**src/logic/sci_pkg.sv**
```systemverilog
package sci_pkg;

  // ----------------------------------------------------------------
  // register byte offsets
  // ----------------------------------------------------------------
  localparam logic [7:0] SCI_MODE_OFS     = 8'h00;  // serial_mode_reg
  localparam logic [7:0] SCI_CTRL_OFS     = 8'h04;  // serial_control_reg
  localparam logic [7:0] SCI_STAT_OFS     = 8'h08;  // serial_status_reg
  localparam logic [7:0] SCI_RDATA_OFS    = 8'h0c;  // receive_data_reg
  localparam logic [7:0] SCI_TDATA_OFS    = 8'h10;  // transmit_data_reg
  localparam logic [7:0] SCI_BAUD_OFS     = 8'h14;  // baud_divisor_reg
  localparam logic [7:0] SCI_IRQ_STAT_OFS = 8'h18;  // sticky event bits
  localparam logic [7:0] SCI_IRQ_MASK_OFS = 8'h1c;  // event mask
  localparam logic [7:0] SCI_PORT_OFS     = 8'h20;  // request lines

  // ----------------------------------------------------------------
  // field positions
  // ----------------------------------------------------------------
  localparam int SCI_MODE_SYNC  = 7;  // clock-synchronous mode
  localparam int SCI_MODE_MP    = 2;  // multiprocessor format
  localparam int SCI_CTRL_TIE   = 7;  // transmit_empty_irq enable
  localparam int SCI_CTRL_RIE   = 6;  // receive_complete_irq enable
  localparam int SCI_CTRL_TE    = 5;  // transmitter_enable
  localparam int SCI_CTRL_RE    = 4;  // receiver enable
  localparam int SCI_CTRL_MPIE  = 3;  // skip data until an id arrives
  localparam int SCI_CTRL_TRANSMIT_END_IRQ_ENABLE  = 2;  // transmit_end_irq_enable
  localparam int SCI_STAT_TRANSMIT_DATA_EMPTY_FLAG  = 7;  // transmit_data_empty_flag
  localparam int SCI_STAT_RECEIVE_FULL_FLAG  = 6;  // receive_full_flag
  localparam int SCI_STAT_TEND  = 2;  // transmission ended
  localparam int SCI_STAT_MPB   = 1;  // received multiprocessor bit
  localparam int SCI_STAT_MULTIPROC_BIT_TRANSFER  = 0;  // multiproc_bit_transfer
  localparam int SCI_IRQ_RX     = 0;  // receive complete event
  localparam int SCI_IRQ_TXE    = 1;  // transmit data empty event
  localparam int SCI_IRQ_TEND   = 2;  // transmit end event
  localparam int SCI_IRQ_MPID   = 3;  // id character event
  localparam int SCI_PORT_REQO  = 0;  // master_request_line level
  localparam int SCI_PORT_REQI  = 4;  // slave_request_line level

  // ----------------------------------------------------------------
  // reset values and timing counts
  // ----------------------------------------------------------------
  localparam logic [7:0] SCI_MODE_RST = 8'h00;  // async, 8n1
  localparam logic [7:0] SCI_CTRL_RST = 8'h00;  // all disabled
  localparam logic [7:0] SCI_BAUD_RST = 8'hff;  // slowest rate
  localparam logic [3:0] SCI_OVS_LAST = 4'hf;   // 16 ticks per async bit
  localparam logic [3:0] SCI_OVS_MID  = 4'h7;   // start bit centre
  localparam logic [3:0] SCI_BITS_8N1 = 4'h9;   // 8 data + stop
  localparam logic [3:0] SCI_BITS_MP  = 4'ha;   // 8 data + mp bit + stop
  localparam logic [3:0] SCI_BITS_SYN = 4'h8;   // sync byte

  // ----------------------------------------------------------------
  // state types
  // ----------------------------------------------------------------
  typedef enum logic [0:0] {SCI_TX_IDLE, SCI_TX_BITS} sci_tx_st_t;
  typedef enum logic [1:0] {SCI_RX_IDLE, SCI_RX_START, SCI_RX_BITS} sci_rx_st_t;

  typedef struct packed {
    logic [7:0]  mode;      // serial_mode_reg
    logic [7:0]  ctrl;      // serial_control_reg
    logic        transmit_data_empty_flag;      // transmit_data_empty_flag
    logic        receive_full_flag;      // receive_full_flag
    logic        tend;      // transmit end
    logic        mpb;       // last received mp bit
    logic        multiproc_bit_transfer;      // mp bit to send
    logic [7:0]  receive_data_reg;       // receive_data_reg
    logic [7:0]  transmit_data_reg;       // transmit_data_reg
    logic [7:0]  baud_divisor_reg;       // baud_divisor_reg
    logic [3:0]  irq_stat;  // sticky events
    logic [3:0]  irq_mask;  // event mask
    logic        req_out;   // master_request_line
    logic [7:0]  brg_cnt;   // baud divider
    sci_tx_st_t  tx_st;     // transmitter state
    logic [9:0]  tx_shift;  // outgoing bits
    logic [3:0]  tx_left;   // bits still to send
    logic [3:0]  tx_sub;    // ticks within a bit
    sci_rx_st_t  rx_st;     // receiver state
    logic [9:0]  rx_shift;  // incoming bits
    logic [3:0]  rx_left;   // bits still to take
    logic [3:0]  rx_sub;    // ticks within a bit
    logic        sclk;      // serial clock level
    logic        txd;       // transmit line level
    logic [31:0] prdata;    // read data register
  } sci_state_t;

  localparam sci_state_t SCI_STATE_RST = '{mode: SCI_MODE_RST, ctrl: SCI_CTRL_RST, transmit_data_empty_flag: 1'b1, tend: 1'b1,
                                           baud_divisor_reg: SCI_BAUD_RST, brg_cnt: SCI_BAUD_RST, tx_st: SCI_TX_IDLE,
                                           rx_st: SCI_RX_IDLE, sclk: 1'b1, txd: 1'b1, default: '0};

endpackage

```
**src/logic/sci_channel.sv**
```systemverilog
// Decided for this implementation: the APB slave port and the address map.
`timescale 1ns/1ps
module sci_channel
  import sci_pkg::*;
(
  input  wire logic        pclk,                // system clock
  input  wire logic        presetn,             // async reset, active low
  input  wire logic        psel,                // apb select
  input  wire logic        penable,             // apb access phase
  input  wire logic        pwrite,              // apb direction
  input  wire logic [7:0]  paddr,               // apb byte address
  input  wire logic [31:0] pwdata,              // apb write data
  output logic      [31:0] prdata,              // apb read data
  output logic             pready,              // apb ready
  output logic             pslverr,             // apb error
  output logic             irq,                 // level interrupt
  output logic             serial_clock_pin,    // sync clock out
  output logic             serial_transmit_pin, // serial data out
  input  wire logic        serial_receive_pin,  // serial data in
  output logic             master_request_line, // request out
  input  wire logic        slave_request_line   // request in
);
  import sci_pkg::*;

  // ----------------------------------------------------------------
  // state and per-cycle strobes
  // ----------------------------------------------------------------
  sci_state_t  st_ff;     // registered state
  sci_state_t  nxt_st;    // next state
  logic        tick;      // baud tick
  logic        rx_evt;    // byte received
  logic        txe_evt;   // transmit data taken
  logic        tend_evt;  // transmission ended
  logic        mpid_evt;  // id character received
  logic        hit;       // mapped address
  logic [31:0] rd_val;    // read mux
  logic [9:0]  rx_new;    // shifter after next sample
  logic        wr_en;     // apb write strobe
  logic        is_sync;   // sync mode
  logic        is_mp;     // multiprocessor format
  logic        te;        // transmitter on
  logic        re;        // receiver on

  assign wr_en   = psel & penable & pwrite;
  assign is_sync = st_ff.mode[SCI_MODE_SYNC];
  assign is_mp   = st_ff.mode[SCI_MODE_MP] & ~is_sync;
  assign te      = st_ff.ctrl[SCI_CTRL_TE];
  assign re      = st_ff.ctrl[SCI_CTRL_RE];
  assign rx_new  = {serial_receive_pin, st_ff.rx_shift[9:1]};

  // ----------------------------------------------------------------
  // next-state logic
  // ----------------------------------------------------------------
  always_comb
  begin
    nxt_st   = st_ff;
    tick     = 1'b0;
    rx_evt   = 1'b0;
    txe_evt  = 1'b0;
    tend_evt = 1'b0;
    mpid_evt = 1'b0;
    hit      = 1'b1;
    rd_val   = 32'h0000_0000;

    // read decode
    if (paddr == SCI_MODE_OFS)
      rd_val = {24'h00_0000, st_ff.mode};
    else if (paddr == SCI_CTRL_OFS)
      rd_val = {24'h00_0000, st_ff.ctrl};
    else if (paddr == SCI_STAT_OFS)
      rd_val = {24'h00_0000, st_ff.transmit_data_empty_flag, st_ff.receive_full_flag, 3'h0, st_ff.tend, st_ff.mpb, st_ff.multiproc_bit_transfer};
    else if (paddr == SCI_RDATA_OFS)
      rd_val = {24'h00_0000, st_ff.receive_data_reg};
    else if (paddr == SCI_TDATA_OFS)
      rd_val = {24'h00_0000, st_ff.transmit_data_reg};
    else if (paddr == SCI_BAUD_OFS)
      rd_val = {24'h00_0000, st_ff.baud_divisor_reg};
    else if (paddr == SCI_IRQ_STAT_OFS)
      rd_val = {28'h000_0000, st_ff.irq_stat};
    else if (paddr == SCI_IRQ_MASK_OFS)
      rd_val = {28'h000_0000, st_ff.irq_mask};
    else if (paddr == SCI_PORT_OFS)
      rd_val = {27'h000_0000, slave_request_line, 3'h0, st_ff.req_out};
    else
      hit = 1'b0;

    // read data captured in the setup cycle
    if (psel && !penable)
      nxt_st.prdata = rd_val;

    // register writes
    if (wr_en)
    begin
      if (paddr == SCI_MODE_OFS)
        nxt_st.mode = pwdata[7:0];
      else if (paddr == SCI_CTRL_OFS)
        nxt_st.ctrl = pwdata[7:0];
      else if (paddr == SCI_STAT_OFS)
      begin
        nxt_st.transmit_data_empty_flag = st_ff.transmit_data_empty_flag & pwdata[SCI_STAT_TRANSMIT_DATA_EMPTY_FLAG];
        nxt_st.receive_full_flag = st_ff.receive_full_flag & pwdata[SCI_STAT_RECEIVE_FULL_FLAG];
        if (st_ff.transmit_data_empty_flag && !pwdata[SCI_STAT_TRANSMIT_DATA_EMPTY_FLAG])
          nxt_st.tend = 1'b0;
        nxt_st.multiproc_bit_transfer = pwdata[SCI_STAT_MULTIPROC_BIT_TRANSFER];
      end
      else if (paddr == SCI_TDATA_OFS)
        nxt_st.transmit_data_reg = pwdata[7:0];
      else if (paddr == SCI_BAUD_OFS)
        nxt_st.baud_divisor_reg = pwdata[7:0];
      else if (paddr == SCI_IRQ_STAT_OFS)
        nxt_st.irq_stat = st_ff.irq_stat & ~pwdata[3:0];
      else if (paddr == SCI_IRQ_MASK_OFS)
        nxt_st.irq_mask = pwdata[3:0];
      else if (paddr == SCI_PORT_OFS)
        nxt_st.req_out = pwdata[SCI_PORT_REQO];
    end

    if (!(te || re))
      nxt_st.brg_cnt = st_ff.baud_divisor_reg;
    else if (st_ff.brg_cnt == 8'h00)
    begin
      tick           = 1'b1;
      nxt_st.brg_cnt = st_ff.baud_divisor_reg;
    end
    else
      nxt_st.brg_cnt = st_ff.brg_cnt - 8'h01;

    // transmitter, also runs the sync receive side
    if (!te)
    begin
      nxt_st.tx_st = SCI_TX_IDLE;
      nxt_st.txd   = 1'b1;
      nxt_st.sclk  = 1'b1;
    end
    else
    begin
      case (st_ff.tx_st)
        SCI_TX_IDLE:
        begin
          if (!st_ff.transmit_data_empty_flag)
          begin
            nxt_st.tx_st  = SCI_TX_BITS;
            nxt_st.transmit_data_empty_flag   = 1'b1;
            nxt_st.tend   = 1'b0;
            nxt_st.tx_sub = 4'h0;
            txe_evt       = 1'b1;
            if (is_sync)
            begin
              nxt_st.tx_shift = {2'h3, st_ff.transmit_data_reg};
              nxt_st.tx_left  = SCI_BITS_SYN;
            end
            else
            begin
              nxt_st.txd = 1'b0;
              nxt_st.tx_shift = {1'b1, is_mp ? st_ff.multiproc_bit_transfer : 1'b1, st_ff.transmit_data_reg};
              nxt_st.tx_left  = is_mp ? SCI_BITS_MP : SCI_BITS_8N1;
            end
          end
        end
        SCI_TX_BITS:
        begin
          if (tick && is_sync)
          begin
            if (st_ff.sclk)
            begin
              // falling edge: next bit out
              nxt_st.sclk     = 1'b0;
              nxt_st.txd      = st_ff.tx_shift[0];
              nxt_st.tx_shift = {1'b1, st_ff.tx_shift[9:1]};
            end
            else
            begin
              nxt_st.sclk     = 1'b1;
              nxt_st.rx_shift = rx_new;
              nxt_st.tx_left  = st_ff.tx_left - 4'h1;
              if (st_ff.tx_left == 4'h1)
              begin
                nxt_st.tx_st = SCI_TX_IDLE;
                nxt_st.txd   = 1'b1;
                if (re)
                begin
                  nxt_st.receive_data_reg  = rx_new[9:2];
                  nxt_st.receive_full_flag = 1'b1;
                  rx_evt      = 1'b1;
                end
                if (nxt_st.transmit_data_empty_flag)
                begin
                  nxt_st.tend = 1'b1;
                  tend_evt    = 1'b1;
                end
              end
            end
          end
          else if (tick)
          begin
            nxt_st.tx_sub = st_ff.tx_sub + 4'h1;
            if (st_ff.tx_sub == SCI_OVS_LAST)
            begin
              if (st_ff.tx_left == 4'h0)
              begin
                nxt_st.tx_st = SCI_TX_IDLE;
                if (nxt_st.transmit_data_empty_flag)
                begin
                  nxt_st.tend = 1'b1;
                  tend_evt    = 1'b1;
                end
              end
              else
              begin
                nxt_st.txd      = st_ff.tx_shift[0];
                nxt_st.tx_shift = {1'b1, st_ff.tx_shift[9:1]};
                nxt_st.tx_left  = st_ff.tx_left - 4'h1;
              end
            end
          end
        end
        default:
          nxt_st.tx_st = SCI_TX_IDLE;
      endcase
    end

    // asynchronous receiver
    if (!re || is_sync)
      nxt_st.rx_st = SCI_RX_IDLE;
    else if (tick)
    begin
      case (st_ff.rx_st)
        SCI_RX_IDLE:
        begin
          if (!serial_receive_pin)
          begin
            nxt_st.rx_st  = SCI_RX_START;
            nxt_st.rx_sub = 4'h0;
          end
        end
        SCI_RX_START:
        begin
          nxt_st.rx_sub = st_ff.rx_sub + 4'h1;
          if (st_ff.rx_sub == SCI_OVS_MID)
          begin
            nxt_st.rx_sub  = 4'h0;
            nxt_st.rx_left = is_mp ? SCI_BITS_MP : SCI_BITS_8N1;
            nxt_st.rx_st   = serial_receive_pin ? SCI_RX_IDLE : SCI_RX_BITS;
          end
        end
        SCI_RX_BITS:
        begin
          nxt_st.rx_sub = st_ff.rx_sub + 4'h1;
          // one bit time after each centre
          if (st_ff.rx_sub == SCI_OVS_LAST)
          begin
            nxt_st.rx_shift = rx_new;
            nxt_st.rx_left  = st_ff.rx_left - 4'h1;
            if (st_ff.rx_left == 4'h1)
            begin
              nxt_st.rx_st = SCI_RX_IDLE;
              // data characters skipped while waiting for an id
              if (!(is_mp && st_ff.ctrl[SCI_CTRL_MPIE] && !rx_new[8]))
              begin
                nxt_st.receive_data_reg  = is_mp ? rx_new[7:0] : rx_new[8:1];
                nxt_st.mpb  = is_mp & rx_new[8];
                nxt_st.receive_full_flag = 1'b1;
                rx_evt      = 1'b1;
                if (is_mp && rx_new[8])
                begin
                  mpid_evt                  = 1'b1;
                  nxt_st.ctrl[SCI_CTRL_MPIE] = 1'b0;
                end
              end
            end
          end
        end
        default:
          nxt_st.rx_st = SCI_RX_IDLE;
      endcase
    end

    // clock idles high outside sync mode
    if (!nxt_st.mode[SCI_MODE_SYNC])
      nxt_st.sclk = 1'b1;

    // events set sticky bits, set wins over clear
    // receive complete event
    if (rx_evt && st_ff.ctrl[SCI_CTRL_RIE])
      nxt_st.irq_stat[SCI_IRQ_RX] = 1'b1;
    if (txe_evt && st_ff.ctrl[SCI_CTRL_TIE])
      nxt_st.irq_stat[SCI_IRQ_TXE] = 1'b1;
    if (tend_evt && st_ff.ctrl[SCI_CTRL_TRANSMIT_END_IRQ_ENABLE])
      nxt_st.irq_stat[SCI_IRQ_TEND] = 1'b1;
    if (mpid_evt && st_ff.ctrl[SCI_CTRL_RIE])
      nxt_st.irq_stat[SCI_IRQ_MPID] = 1'b1;
  end

  // ----------------------------------------------------------------
  // state register
  // ----------------------------------------------------------------
  always_ff @(posedge pclk or negedge presetn)
  begin
    if (!presetn)
      st_ff <= SCI_STATE_RST;
    else
      st_ff <= nxt_st;
  end

  // ----------------------------------------------------------------
  // outputs
  // ----------------------------------------------------------------
  assign prdata              = st_ff.prdata;
  assign pready              = 1'b1;
  assign pslverr             = psel & penable & ~hit;
  assign irq                 = |(st_ff.irq_stat & st_ff.irq_mask);
  assign serial_clock_pin    = st_ff.sclk;
  assign serial_transmit_pin = st_ff.txd;
  // request line driven only from req_out, written through the port register
  assign master_request_line = st_ff.req_out;
endmodule

```
**config.mk**
```make
export PLATFORM = sky130hd
export DESIGN_NAME = sci_channel
export DESIGN_NICKNAME = d
export VERILOG_FILES = /design/src/logic/sci_pkg.sv /design/src/logic/sci_channel.sv
export SDC_FILE = /design/constraint.sdc
export NUM_CORES = 1
export LEC_CHECK = 0
export ABC_AREA = 0
export BUFFER_PORTS_ARGS = -buffer_cell sky130_fd_sc_hd__buf_2
export CORE_MARGIN = 2
export CORE_UTILIZATION = 25
export DETAILED_ROUTE_END_ITERATION = 16
export GPL_TIMING_DRIVEN = 0
export PLACE_DENSITY_LB_ADDON = 0.25
export SYNTH_ARGS = -nofsm -noshare
export SYNTH_HDL_FRONTEND = slang
export SYNTH_SLANG_ARGS = --single-unit
export TNS_END_PERCENT = 10
```
**constraint.sdc**
```tcl
create_clock -name pclk -period 3.05 [get_ports pclk]
set_clock_uncertainty 0.1 [all_clocks]
set_input_delay 0.7625 -clock pclk [delete_from_list [all_inputs] [get_ports pclk]]
set_output_delay 0.7625 -clock pclk [all_outputs]
set_load 0.02 [all_outputs]
```
# After elaboration in Yosys (flattened, before gate mapping)
# Cells that the tools add are included.
# W data, S select, Z words.
totals:
  regBits: 135
  in_bits: 47
  out_inout_bits: 38
  word_cells: 330
op_classes:
  n_addsub: 5
  n_eq_ne: 58
  n_mux: 163
  bitwise_logic: 22
  reduce_logical: 52
op_table:
  columns: ["operator", "count"]
  rows:
  - ["$mux W8", 24]
  - ["$mux W1", 88]
  - ["$mux W10", 6]
  - ["$mux W19", 3]
  - ["$mux W9", 6]
  - ["$ne A2 B1 Y1 const B", 21]
  - ["$pmux W19 S2", 1]
  - ["$eq A8 B5 Y1 const B", 4]
  - ["$mux W15", 2]
  - ["$ne A3 B3 Y1 const B", 10]
  - ["$reduce_and A6 Y1", 5]
  - ["$reduce_and A7 Y1", 4]
  - ["$mux W2", 10]
  - ["$mux W20", 1]
  - ["$mux W4", 5]
  - ["$mux W5", 4]
  - ["$reduce_bool A2 Y1", 10]
  - ["$mux W18", 1]
  - ["$eq A8 B4 Y1 const B", 2]
  - ["$logic_not A8 Y1", 2]
  - ["$mux W16", 1]
  - ["$reduce_and A5 Y1", 3]
  - ["$mux W14", 1]
  - ["$mux W13", 1]
  - ["38 further kinds", 85]

# Logic depth before layout (Yosys ltp)
# Gate-level depths: netlist of run 1.
logic_depth:
  word_depth: 20
  mapped_depth: 9
  ltp_nobuf: 7

# Worst setup path before layout of run 1
# Ideal clock, no wire load.
synth_timing:
  path_type: "input to output"
  from: "in paddr[1]"
  to: "out pslverr"
  arrival_ps: 2026
  required_ps: 2188
  slack_ps: 161
  path_stages: 4
  path_buffers: 1
  cell_sequence: "or4_1 -> clkbuf_1 -> nor4bb_1 -> nor3_1"
synth_via:
  elab_chain_cells: 12
  elab_cells_between_ends: 20
  cone_classes: "eq/ne: 8; mux: 9; bitwise: 2; reduce/logical: 1"
synth_lines:
  columns: ["element", "line_no", "rtl"]
  rows:
  - ["start, declared", "sci_channel.sv:11", "input wire logic [7:0] paddr,"]
  - ["$eq A8 B6 Y1", "sci_channel.sv:82", "else if (paddr == SCI_PORT_OFS)"]
  - ["$mux W1", "sci_channel.sv:82", null]
  - ["$mux W1", "sci_channel.sv:80", "else if (paddr == SCI_IRQ_MASK_OFS)"]
  - ["$mux W1", "sci_channel.sv:78", "else if (paddr == SCI_IRQ_STAT_OFS)"]
  - ["$mux W1", "sci_channel.sv:76", "else if (paddr == SCI_BAUD_OFS)"]
  - ["$mux W1", "sci_channel.sv:74", "else if (paddr == SCI_TDATA_OFS)"]
  - ["$mux W1", "sci_channel.sv:72", "else if (paddr == SCI_RDATA_OFS)"]
  - ["$mux W1", "sci_channel.sv:70", "else if (paddr == SCI_STAT_OFS)"]
  - ["$mux W1", "sci_channel.sv:68", "else if (paddr == SCI_CTRL_OFS)"]
  - ["$mux W1 *", "sci_channel.sv:66", "if (paddr == SCI_MODE_OFS)"]
  - ["$not A1 Y1 *", "sci_channel.sv:310", "assign pslverr = psel & penable & ~hit;"]
  - ["$and A1 B1 Y1 *", "sci_channel.sv:310", null]
  - ["end, declared", "sci_channel.sv:15", "output logic pslverr,"]
# Every way passes the cells marked *; elsewhere a longest branch is shown, timed or not.

# Worst setup path after layout of run 1
# Same ends and word-level chain as after synthesis.

==> results of run 1 <==
-- worst paths after layout --
kind / start / slack [ns] / cells after the start / to
min in group pclk: st_ff[71] / 0.38 / 1 / st_ff[71]
hold reg to reg: st_ff[71] / 0.38 / 1 / st_ff[71]
setup / recovery: paddr[1] / 0.05 / 6 / pslverr
max in group asynchronous: presetn / 1.93 / 2 / st_ff[116]
hold / removal: presetn / 0.21 / 1 / prdata[0]
setup reg to reg: st_ff[73] / 0.09 / 9 / st_ff[106]
-- what timing repair did --
| action | in CTS | in global routing |
|---|---|---|
| resized for setup | 5 | 6 |
| pin swaps | 1 | 0 |
| endpoints found under the setup margin | 17 | 38 |
-- final cells by class --
type,count,area share [%]
multi-input combinational,414,41.5
sequential,110,39.2
tap,319,5.63
buffer,59,5.01
clock buffer,14,4.62
timing repair buffer,33,2.74
inverter,20,1.06
clock inverter,2,0.194
antenna,1,0.0353
-- registers in the layout (all words and copies together) (netlist names) --
register,count
is_sync,1
master_request_line,1
prdata,8
re,1
rx_new,9
serial_clock_pin,1
serial_transmit_pin,1
st_ff,88
-- stage by stage --
step	worst slack, ns	utilization [%]	hold slack (ns)	TNS, ns	area, um2
floorplan	0.161	-	0.335	0	6110
global placement	-0.460	28.3	0.351	-36.32	6670
detailed placement	-0.423	28.5	0.355	-5.87	6700
CTS	0.00433	30.0	0.218	0	7070
global route	-0.132	30.1	0.223	-0.878	7090
finish	0.0489	30.1	0.208	0	7090
-- synthesized netlist by cell type, drive strengths merged (3+ instances only) --
cell | count | area share, %
mux4 | 6 | 2.2
a2111oi | 3 | 0.54
inv | 20 | 1.2
ha | 13 | 2.7
nor4 | 7 | 0.83
a22oi | 10 | 1.2
a21oi | 24 | 2.0
or3 | 4 | 0.42
dfrtp | 90 | 37
a22o | 7 | 1.0
clkbuf | 19 | 1.2
nor3b | 3 | 0.37
nand2 | 48 | 3.0
nand2b | 10 | 1.0
nand4 | 4 | 0.42
a211oi | 9 | 1.2
buf | 40 | 4.7
xnor2 | 5 | 0.73
nor2b | 14 | 1.5
nand3 | 15 | 1.2
o21ai | 36 | 3.0
a31oi | 5 | 0.52
nor3 | 10 | 0.83
a21o | 3 | 0.37
mux2 | 52 | 9.7
mux2i | 21 | 3.5
dfstp | 20 | 8.7
nor2 | 39 | 2.4
-- logic make-up (layout without fill, tap and decap cells) --
kind of cell,after synthesis,count (layout),share of synthesized area [%]
compound gates,125,125,14.0
xor+xnor,6,6,0.872
fa+ha+maj,13,13,2.70
buf+inv,79,128,7.10
flops,110,110,46.1
mux,79,79,15.5
other cells,2,26,0.125
simple gates,166,166,13.6
-- routing by layer --
layer | wire [um] | track usage, % | up-vias
met3 | 749 | 2.94 | 13
met4 | 259 | 4.01 | 0
met1 | 7520 | 17.2 | 2194
met5 | 0 | 0 | -
met2 | 7010 | 19.2 | 101
li1 | - | - | 2173
-- where the power goes --
part / internal (mW) / leakage (nW) / switching, mW
Sequential: 1.48 / 1.45 / 0.0124
Clock: 0.750 / 0.167 / 0.558
Combinational: 0.0877 / 1.64 / 0.157
==> reports/metrics.yaml, run 1 <==
run_status:
  status: "complete, no violations"
setup_path:
  cp_cell_sequence: "buf_2, or4_1, clkbuf_2, nor4bb_4, nor3_1, buf_2"
  cp_max_fo: 7
  path_delay_family: "simple AND/OR/NAND/NOR gates"
  crit_buf_inv: 3
  cp.arrival_ns: 2.14
  slowest_delay_ns: 0.50
  critPathKind: "in -> out"
  cpMostUsedCell: "buf_2"
  cp-start-kind: "input port"
  critPathCaptureType: "output port"
  crit_slowest_cell: "or4_1"
  crit_required_ns: 2.19
timing:
  finalSetupViolations: 0
  fin_crit_sh_pct: 98.4
  fmax_mhz: 333
  period_needed_ns: 3.00
  worst_pin_slew_ns: 0.840
  hold_viol: 0
  slew_violations: 0
  relSlewSlack_pct: 43.6
  rsz0062_at_grt: "true"
clocking:
  cts_buffers: 9
  clockBufferDepth: 2
  cts_root_buffer: "clkbuf_16"
  cts_hold_buf: 0
  cts.sinks: 110
  cts.htree.levels: 3
  insertion_delay_ns: 0.36
  cts_tree: "done"
  postCtsSetupRepairBufs: 0
  path_clk_slew_ns: 0.07
grt:
  grt_pass1_wl_um: 24900
  antenna_found_initial: 1
  grt_use_total_pct: 12.4
  grt_pass1_vias: 4405
  gr-total-overflow: 0
  grt_start_max_net_pins: 71
layout:
  mostFrequentLayoutCell: "dfrtp_1"
  drive_gt1_share_pct: 27.8
  layout.cells.non_filler: 972
  seq_area_um2: 2780
  n_fill_cell: 2483
  num-nets-final: 707
  syn_to_final_growth_pct: 17.7
  final_cell_mix: "90 x dfrtp_1, 52 x mux2_2, 48 x nand2_1"
  multiInputGateArea_um2: 2940
drt:
  vias: 4481
  wire_per_inst_um: 16.0
  first_pass_iters: 7
  ant_nets: 0
  drtIter0Drc: 356
  drc: 0
  vias_per_cell: 4.61
  finalWirelength_um: 15500
run:
  max-cap-violations: 0
placement:
  io_buffers: 32
  dp_cells: 955
  gp_congestion: 0.788
  hpwlAfterDp_um: 11400
synthesis:
  ys.warnings.count: 0
  ys_ff_latch: 110
  syn-instance-count: 580
  syn-cell-area_um2: 6020
  synth_async_sr_flop_share_pct: 100
  syn_area_per_cell_um2: 10.4
  synth_ff_type: "dfrtp_1"
  synth-edff-count: 0
  synth_cell_type_count: 67
  seq_area_frac_synth_pct: 46.1
floorplan:
  io_pins: 85
  initial_core_util_pct: 25.6
  fp-row-count: 56
  die-area_um2: 25400
  dieWidth_um: 159
  core_um2: 23500
  die_y_um: 159
worst_hold_path:
  min-delay-path-class: "in -> async"
power_and_ir_drop:
  power.total_mw: 3.04
  ir_worst_vdd_mv: 0.298
  power.density_nw_per_um2: 429
  p_leak_nw: 3.25
No activity file was read; power rests on OpenSTA's default activity.
==> run 2, diff against run 1 <==
Settings changed: CORE_UTILIZATION 25 to 58.
==> reports/metrics.yaml, run 2 (same netlist as run 1, synthesis figures left out) <==
setup_path:
  cp_max_fo: 10
  cp.arrival_ns: 3.12
  cp-start-kind: "input port"
  crit_required_ns: 3.22
  critPathKind: "in -> reg"
  critPathCaptureType: "flop"
placement:
  pre_cts_ws_ns: -0.253
  hpwlAfterDp_um: 10300
  io_buffers: 32
  dp_cells: 772
  gp_congestion: 0.942
floorplan:
  dieWidth_um: 106
  die_y_um: 106
  core_um2: 10200
  io_pins: 85
  die-area_um2: 11200
  initial_core_util_pct: 59.1
  fp-row-count: 37
drt:
  ant_nets: 0
  vias_per_cell: 5.84
  finalWirelength_um: 14000
  vias: 4604
  drtIter0Drc: 468
  first_pass_iters: 5
  wire_per_inst_um: 17.8
  drc: 0
clocking:
  clockBufferDepth: 2
  postCtsSetupRepairBufs: 0
  path_clk_slew_ns: 0.11
  cts_hold_buf: 0
  cts_buffers: 9
  cts_root_buffer: "clkbuf_8"
  cts.sinks: 110
  cts.htree.levels: 3
  insertion_delay_ns: 0.38
  cts_tree: "done"
worst_hold_path:
  min-delay-path-class: "in -> async"
layout:
  largest_register_ffs: 88
  final_cell_mix: "90 x dfrtp_1, 52 x mux2_2, 48 x nand2_1"
  drive_gt1_share_pct: 27.5
  syn_to_final_growth_pct: 11.1
  num-nets-final: 707
  diodes: 0
  top_register: "st_ff"
  mostFrequentLayoutCell: "dfrtp_1"
  layout.cells.non_filler: 788
timing:
  timing.final.ws_setup_ns: 0.100
  fin_crit_sh_pct: 96.7
  period_needed_ns: 2.95
  fmax_mhz: 339
  finalSetupViolations: 0
  rsz0062_at_grt: "true"
  worst_pin_slew_ns: 0.940
  slew_violations: 0
  relSlewSlack_pct: 36.7
  hold_viol: 0
power_and_ir_drop:
  ir_worst_vdd_mv: 0.282
  p_leak_nw: 3.17
  power.density_nw_per_um2: 387
grt:
  grt_pass1_wl_um: 23100
  gr-total-overflow: 0
  grt_pass1_vias: 4537
  grt_start_max_net_pins: 61
  grt_use_total_pct: 26.3
  antenna_found_initial: 0
run:
  max-cap-violations: 0
run_status:
  status: "complete, no violations"
[run 2: cell count changes in the layout (fill, tap and decap cells not counted), sizes merged]
cell and change:
buf +1, clkinvlp +1, diode -1, clkbuf -6, inv +3, clkinv +1
[run 2: what timing repair did]
item	CTS	global route
gates resized for setup	2	8
pin swaps	0	1
setup endpoints to repair	1	26
hold endpoints to repair	0	0
[run 2: stage by stage]
step                hold slack [ns]  utilization (%)  total power, mW  setup TNS, ns  area (um2)
floorplan                     0.335                -             1.66              0        6110
global placement              0.354             63.2             1.74         -12.97        6440
detailed placement            0.364             63.5             1.75          -3.19        6470
CTS                           0.328             65.5             2.60              0        6670
global route                  0.354             65.7             2.68         -0.219        6690
finish                        0.304             65.7             2.59              0        6690
[run 2: path summary, 6_finish.rpt]
path | startpoint | endpoint | slack (ns) | cells past startpoint
setup / recovery | paddr[2] | st_ff[124] | 0.10 | 6
hold / removal | presetn | st_ff[40] | 0.30 | 1
setup reg to reg | st_ff[73] | st_ff[56] | 0.12 | 7
hold reg to reg | serial_transmit_pin | serial_transmit_pin | 0.38 | 2
max in group asynchronous | presetn | st_ff[96] | 1.78 | 2
min in group pclk | serial_transmit_pin | serial_transmit_pin | 0.38 | 2
[run 2: final cells by class]
type	instances	area, um2
fillers	810	3500
multi-input cells	414	2930
flip-flops and latches	110	2780
plain buffers	59	355
repair buffers	33	190
well taps	136	170
clock buffers	9	124
inverters	20	75.1
clock inverters	7	63.8
[run 2: worst max-delay path, stage by stage]
cell	delay, ns
buf_2	0.12
buf_2	0.31
buf_2	0.32
buf_1	0.57
nand3_1	0.58
mux2_2	0.44
[run 2: where the power goes]
group	switching, mW	internal, mW	leakage (nW)
Combinational	0.152	0.0871	1.63
Clock	0.544	0.316	0.0903
Sequential	0.0124	1.48	1.45
Total	0.708	1.88	3.17
[run 2: metal layers]
metal  global-route usage [%]  vias up  routed length, um
li1                         -     2169                  -
met1                     36.4     2276               6230
met2                     42.7      139               6770
met3                     4.78       20                745
met4                     7.89        0                256
met5                        0        -                  0
==> run 3, diff against run 2 <==
Settings changed: CORE_ASPECT_RATIO set to 0.8.
==> reports/metrics.yaml, run 3 (same netlist as run 1, synthesis figures left out) <==
grt:
  busiest_layer: "met2"
  globalRouteMet2Util_pct: 40.9
  grt_util_met3_pct: 8.01
  grt_pass1_wl_um: 22700
  grt_use_total_pct: 26.1
  antenna_found_initial: 0
  grt_pass1_vias: 4431
  gr-total-overflow: 0
  grt_start_max_net_pins: 74
  use_met1_pct: 36.3
timing:
  timing.final.ws_setup_ns: -0.0206
  relSlewSlack_pct: 45.5
  fmax_mhz: 326
  holdWs_ns: 0.279
  rsz0062_at_grt: "true"
  slew_violations: 0
  hold_viol: 0
  fin_crit_sh_pct: 101
  worst_pin_slew_ns: 0.812
  period_needed_ns: 3.07
  finalSetupViolations: 1
floorplan:
  fp-row-count: 33
  io_pins: 85
  core_um2: 10200
  die-area_um2: 11200
  dieWidth_um: 118
  initial_core_util_pct: 59.1
  die_y_um: 95.2
clocking:
  cts_root_buffer: "clkbuf_16"
  cts_tree: "done"
  cts.sinks: 110
  path_clk_slew_ns: 0.07
  cts_buffers: 9
  cts.htree.levels: 3
  insertion_delay_ns: 0.36
  clockBufferDepth: 2
  cts_hold_buf: 0
setup_path:
  critPathCaptureType: "output port"
  cpMostUsedCell: "buf_2"
  slowest_delay_ns: 0.51
  crit_buf_inv: 3
  crit_required_ns: 2.19
  crit_slowest_cell: "or4_1"
  cp-start-kind: "input port"
  path_delay_family: "simple AND/OR/NAND/NOR gates"
  cp_max_fo: 7
  cp.arrival_ns: 2.21
  critPathKind: "in -> out"
  cp_cell_sequence: "buf_2, or4_1, clkbuf_1, nor4bb_2, nor3_1, buf_2"
power_and_ir_drop:
  p_int_mw: 2.25
  clockPowerShare_pct: 41.6
  ir_worst_vdd_mv: 0.355
  power_frac_comb_pct: 8.0
  power.total_mw: 2.95
  p_seq_share_pct: 50.4
  power.density_nw_per_um2: 433
  p_leak_nw: 3.22
  swShare_pct: 23.9
  switchingPower_uw: 706
layout:
  drive_gt1_share_pct: 27.3
  mostFrequentLayoutCell: "dfrtp_1"
  top_register: "st_ff"
  diodes: 0
  num-nets-final: 708
  largest_register_ffs: 88
  syn_to_final_growth_pct: 13.3
  final_cell_mix: "90 x dfrtp_1, 52 x mux2_2, 48 x nand2_1"
placement:
  io_buffers: 32
  gp_congestion: 0.913
  hpwlAfterDp_um: 10200
drt:
  vias_per_cell: 5.89
  ant_nets: 0
  vias: 4673
  first_pass_iters: 4
  drtIter0Drc: 376
  finalWirelength_um: 14200
  wire_per_inst_um: 17.9
  drc: 0
worst_hold_path:
  min-delay-path-class: "in -> async"
run:
  max-cap-violations: 0
run_status:
  status: "complete, but fails checks"
  violations: "setup timing"
-- run 3: path summary, 6_finish.rpt --
| check | startpoint | endpoint | slack, ns | cells past startpoint |
|---|---|---|---|---|
| min in group pclk | st_ff[71] | st_ff[71] | 0.38 | 1 |
| max in group asynchronous | presetn | st_ff[91] | 1.82 | 2 |
| setup / recovery | paddr[1] | pslverr | -0.02 | 6 |
| hold / removal | presetn | st_ff[66] | 0.28 | 1 |
| setup reg to reg | st_ff[73] | st_ff[115] | 0.17 | 8 |
| hold reg to reg | st_ff[71] | st_ff[71] | 0.38 | 1 |
-- run 3: metal layers --
layer  wire length [um]  up-vias
li1                   -     2168
met5                  0        -
met4                119        0
met1               6510     2324
met2               6470      168
met3               1110       13
-- run 3: cell type report --
| class | instances | area (um2) |
|---|---|---|
| fill | 805 | 3380 |
| inverter | 20 | 75.1 |
| timing repair buffer | 34 | 198 |
| multi-input combinational | 414 | 2930 |
| buffer | 59 | 353 |
| clock inverter | 4 | 55.1 |
| tap | 140 | 175 |
| sequential | 110 | 2780 |
| clock buffer | 12 | 256 |
-- run 3: power by group through the flow --
stage / Clock, mW / Combinational, mW / Sequential (mW)
6_report: 1.23 / 0.236 / 1.49
3_5_place_dp: 0 / 0.233 / 1.52
4_1_cts: 1.24 / 0.235 / 1.49
5_1_grt: 1.30 / 0.259 / 1.49
2_1_floorplan: 0 / 0.150 / 1.51
3_3_place_gp: 0 / 0.225 / 1.52
-- run 3: stage by stage --
stage                     util, %  instance area [um2]  setup slack, ns  TNS, ns  cells
after floorplan                 -                 6110            0.161        0    603
after global placement       63.2                 6440           -0.292   -14.60    775
after detailed placement     63.5                 6470           -0.283    -3.08    776
after CTS                    66.7                 6800           0.0229        0    793
after global routing         66.9                 6820           -0.101   -0.101    793
final                        66.9                 6820          -0.0206  -0.0206    793
-- run 3: repair_timing --
item | 4_1_cts | 5_1_grt
gates resized for setup | 1 | 4
pin swaps | 1 | 0
setup buffers | 1 | 0
setup endpoints to repair | 1 | 19
endpoints found under the hold margin | 0 | 0
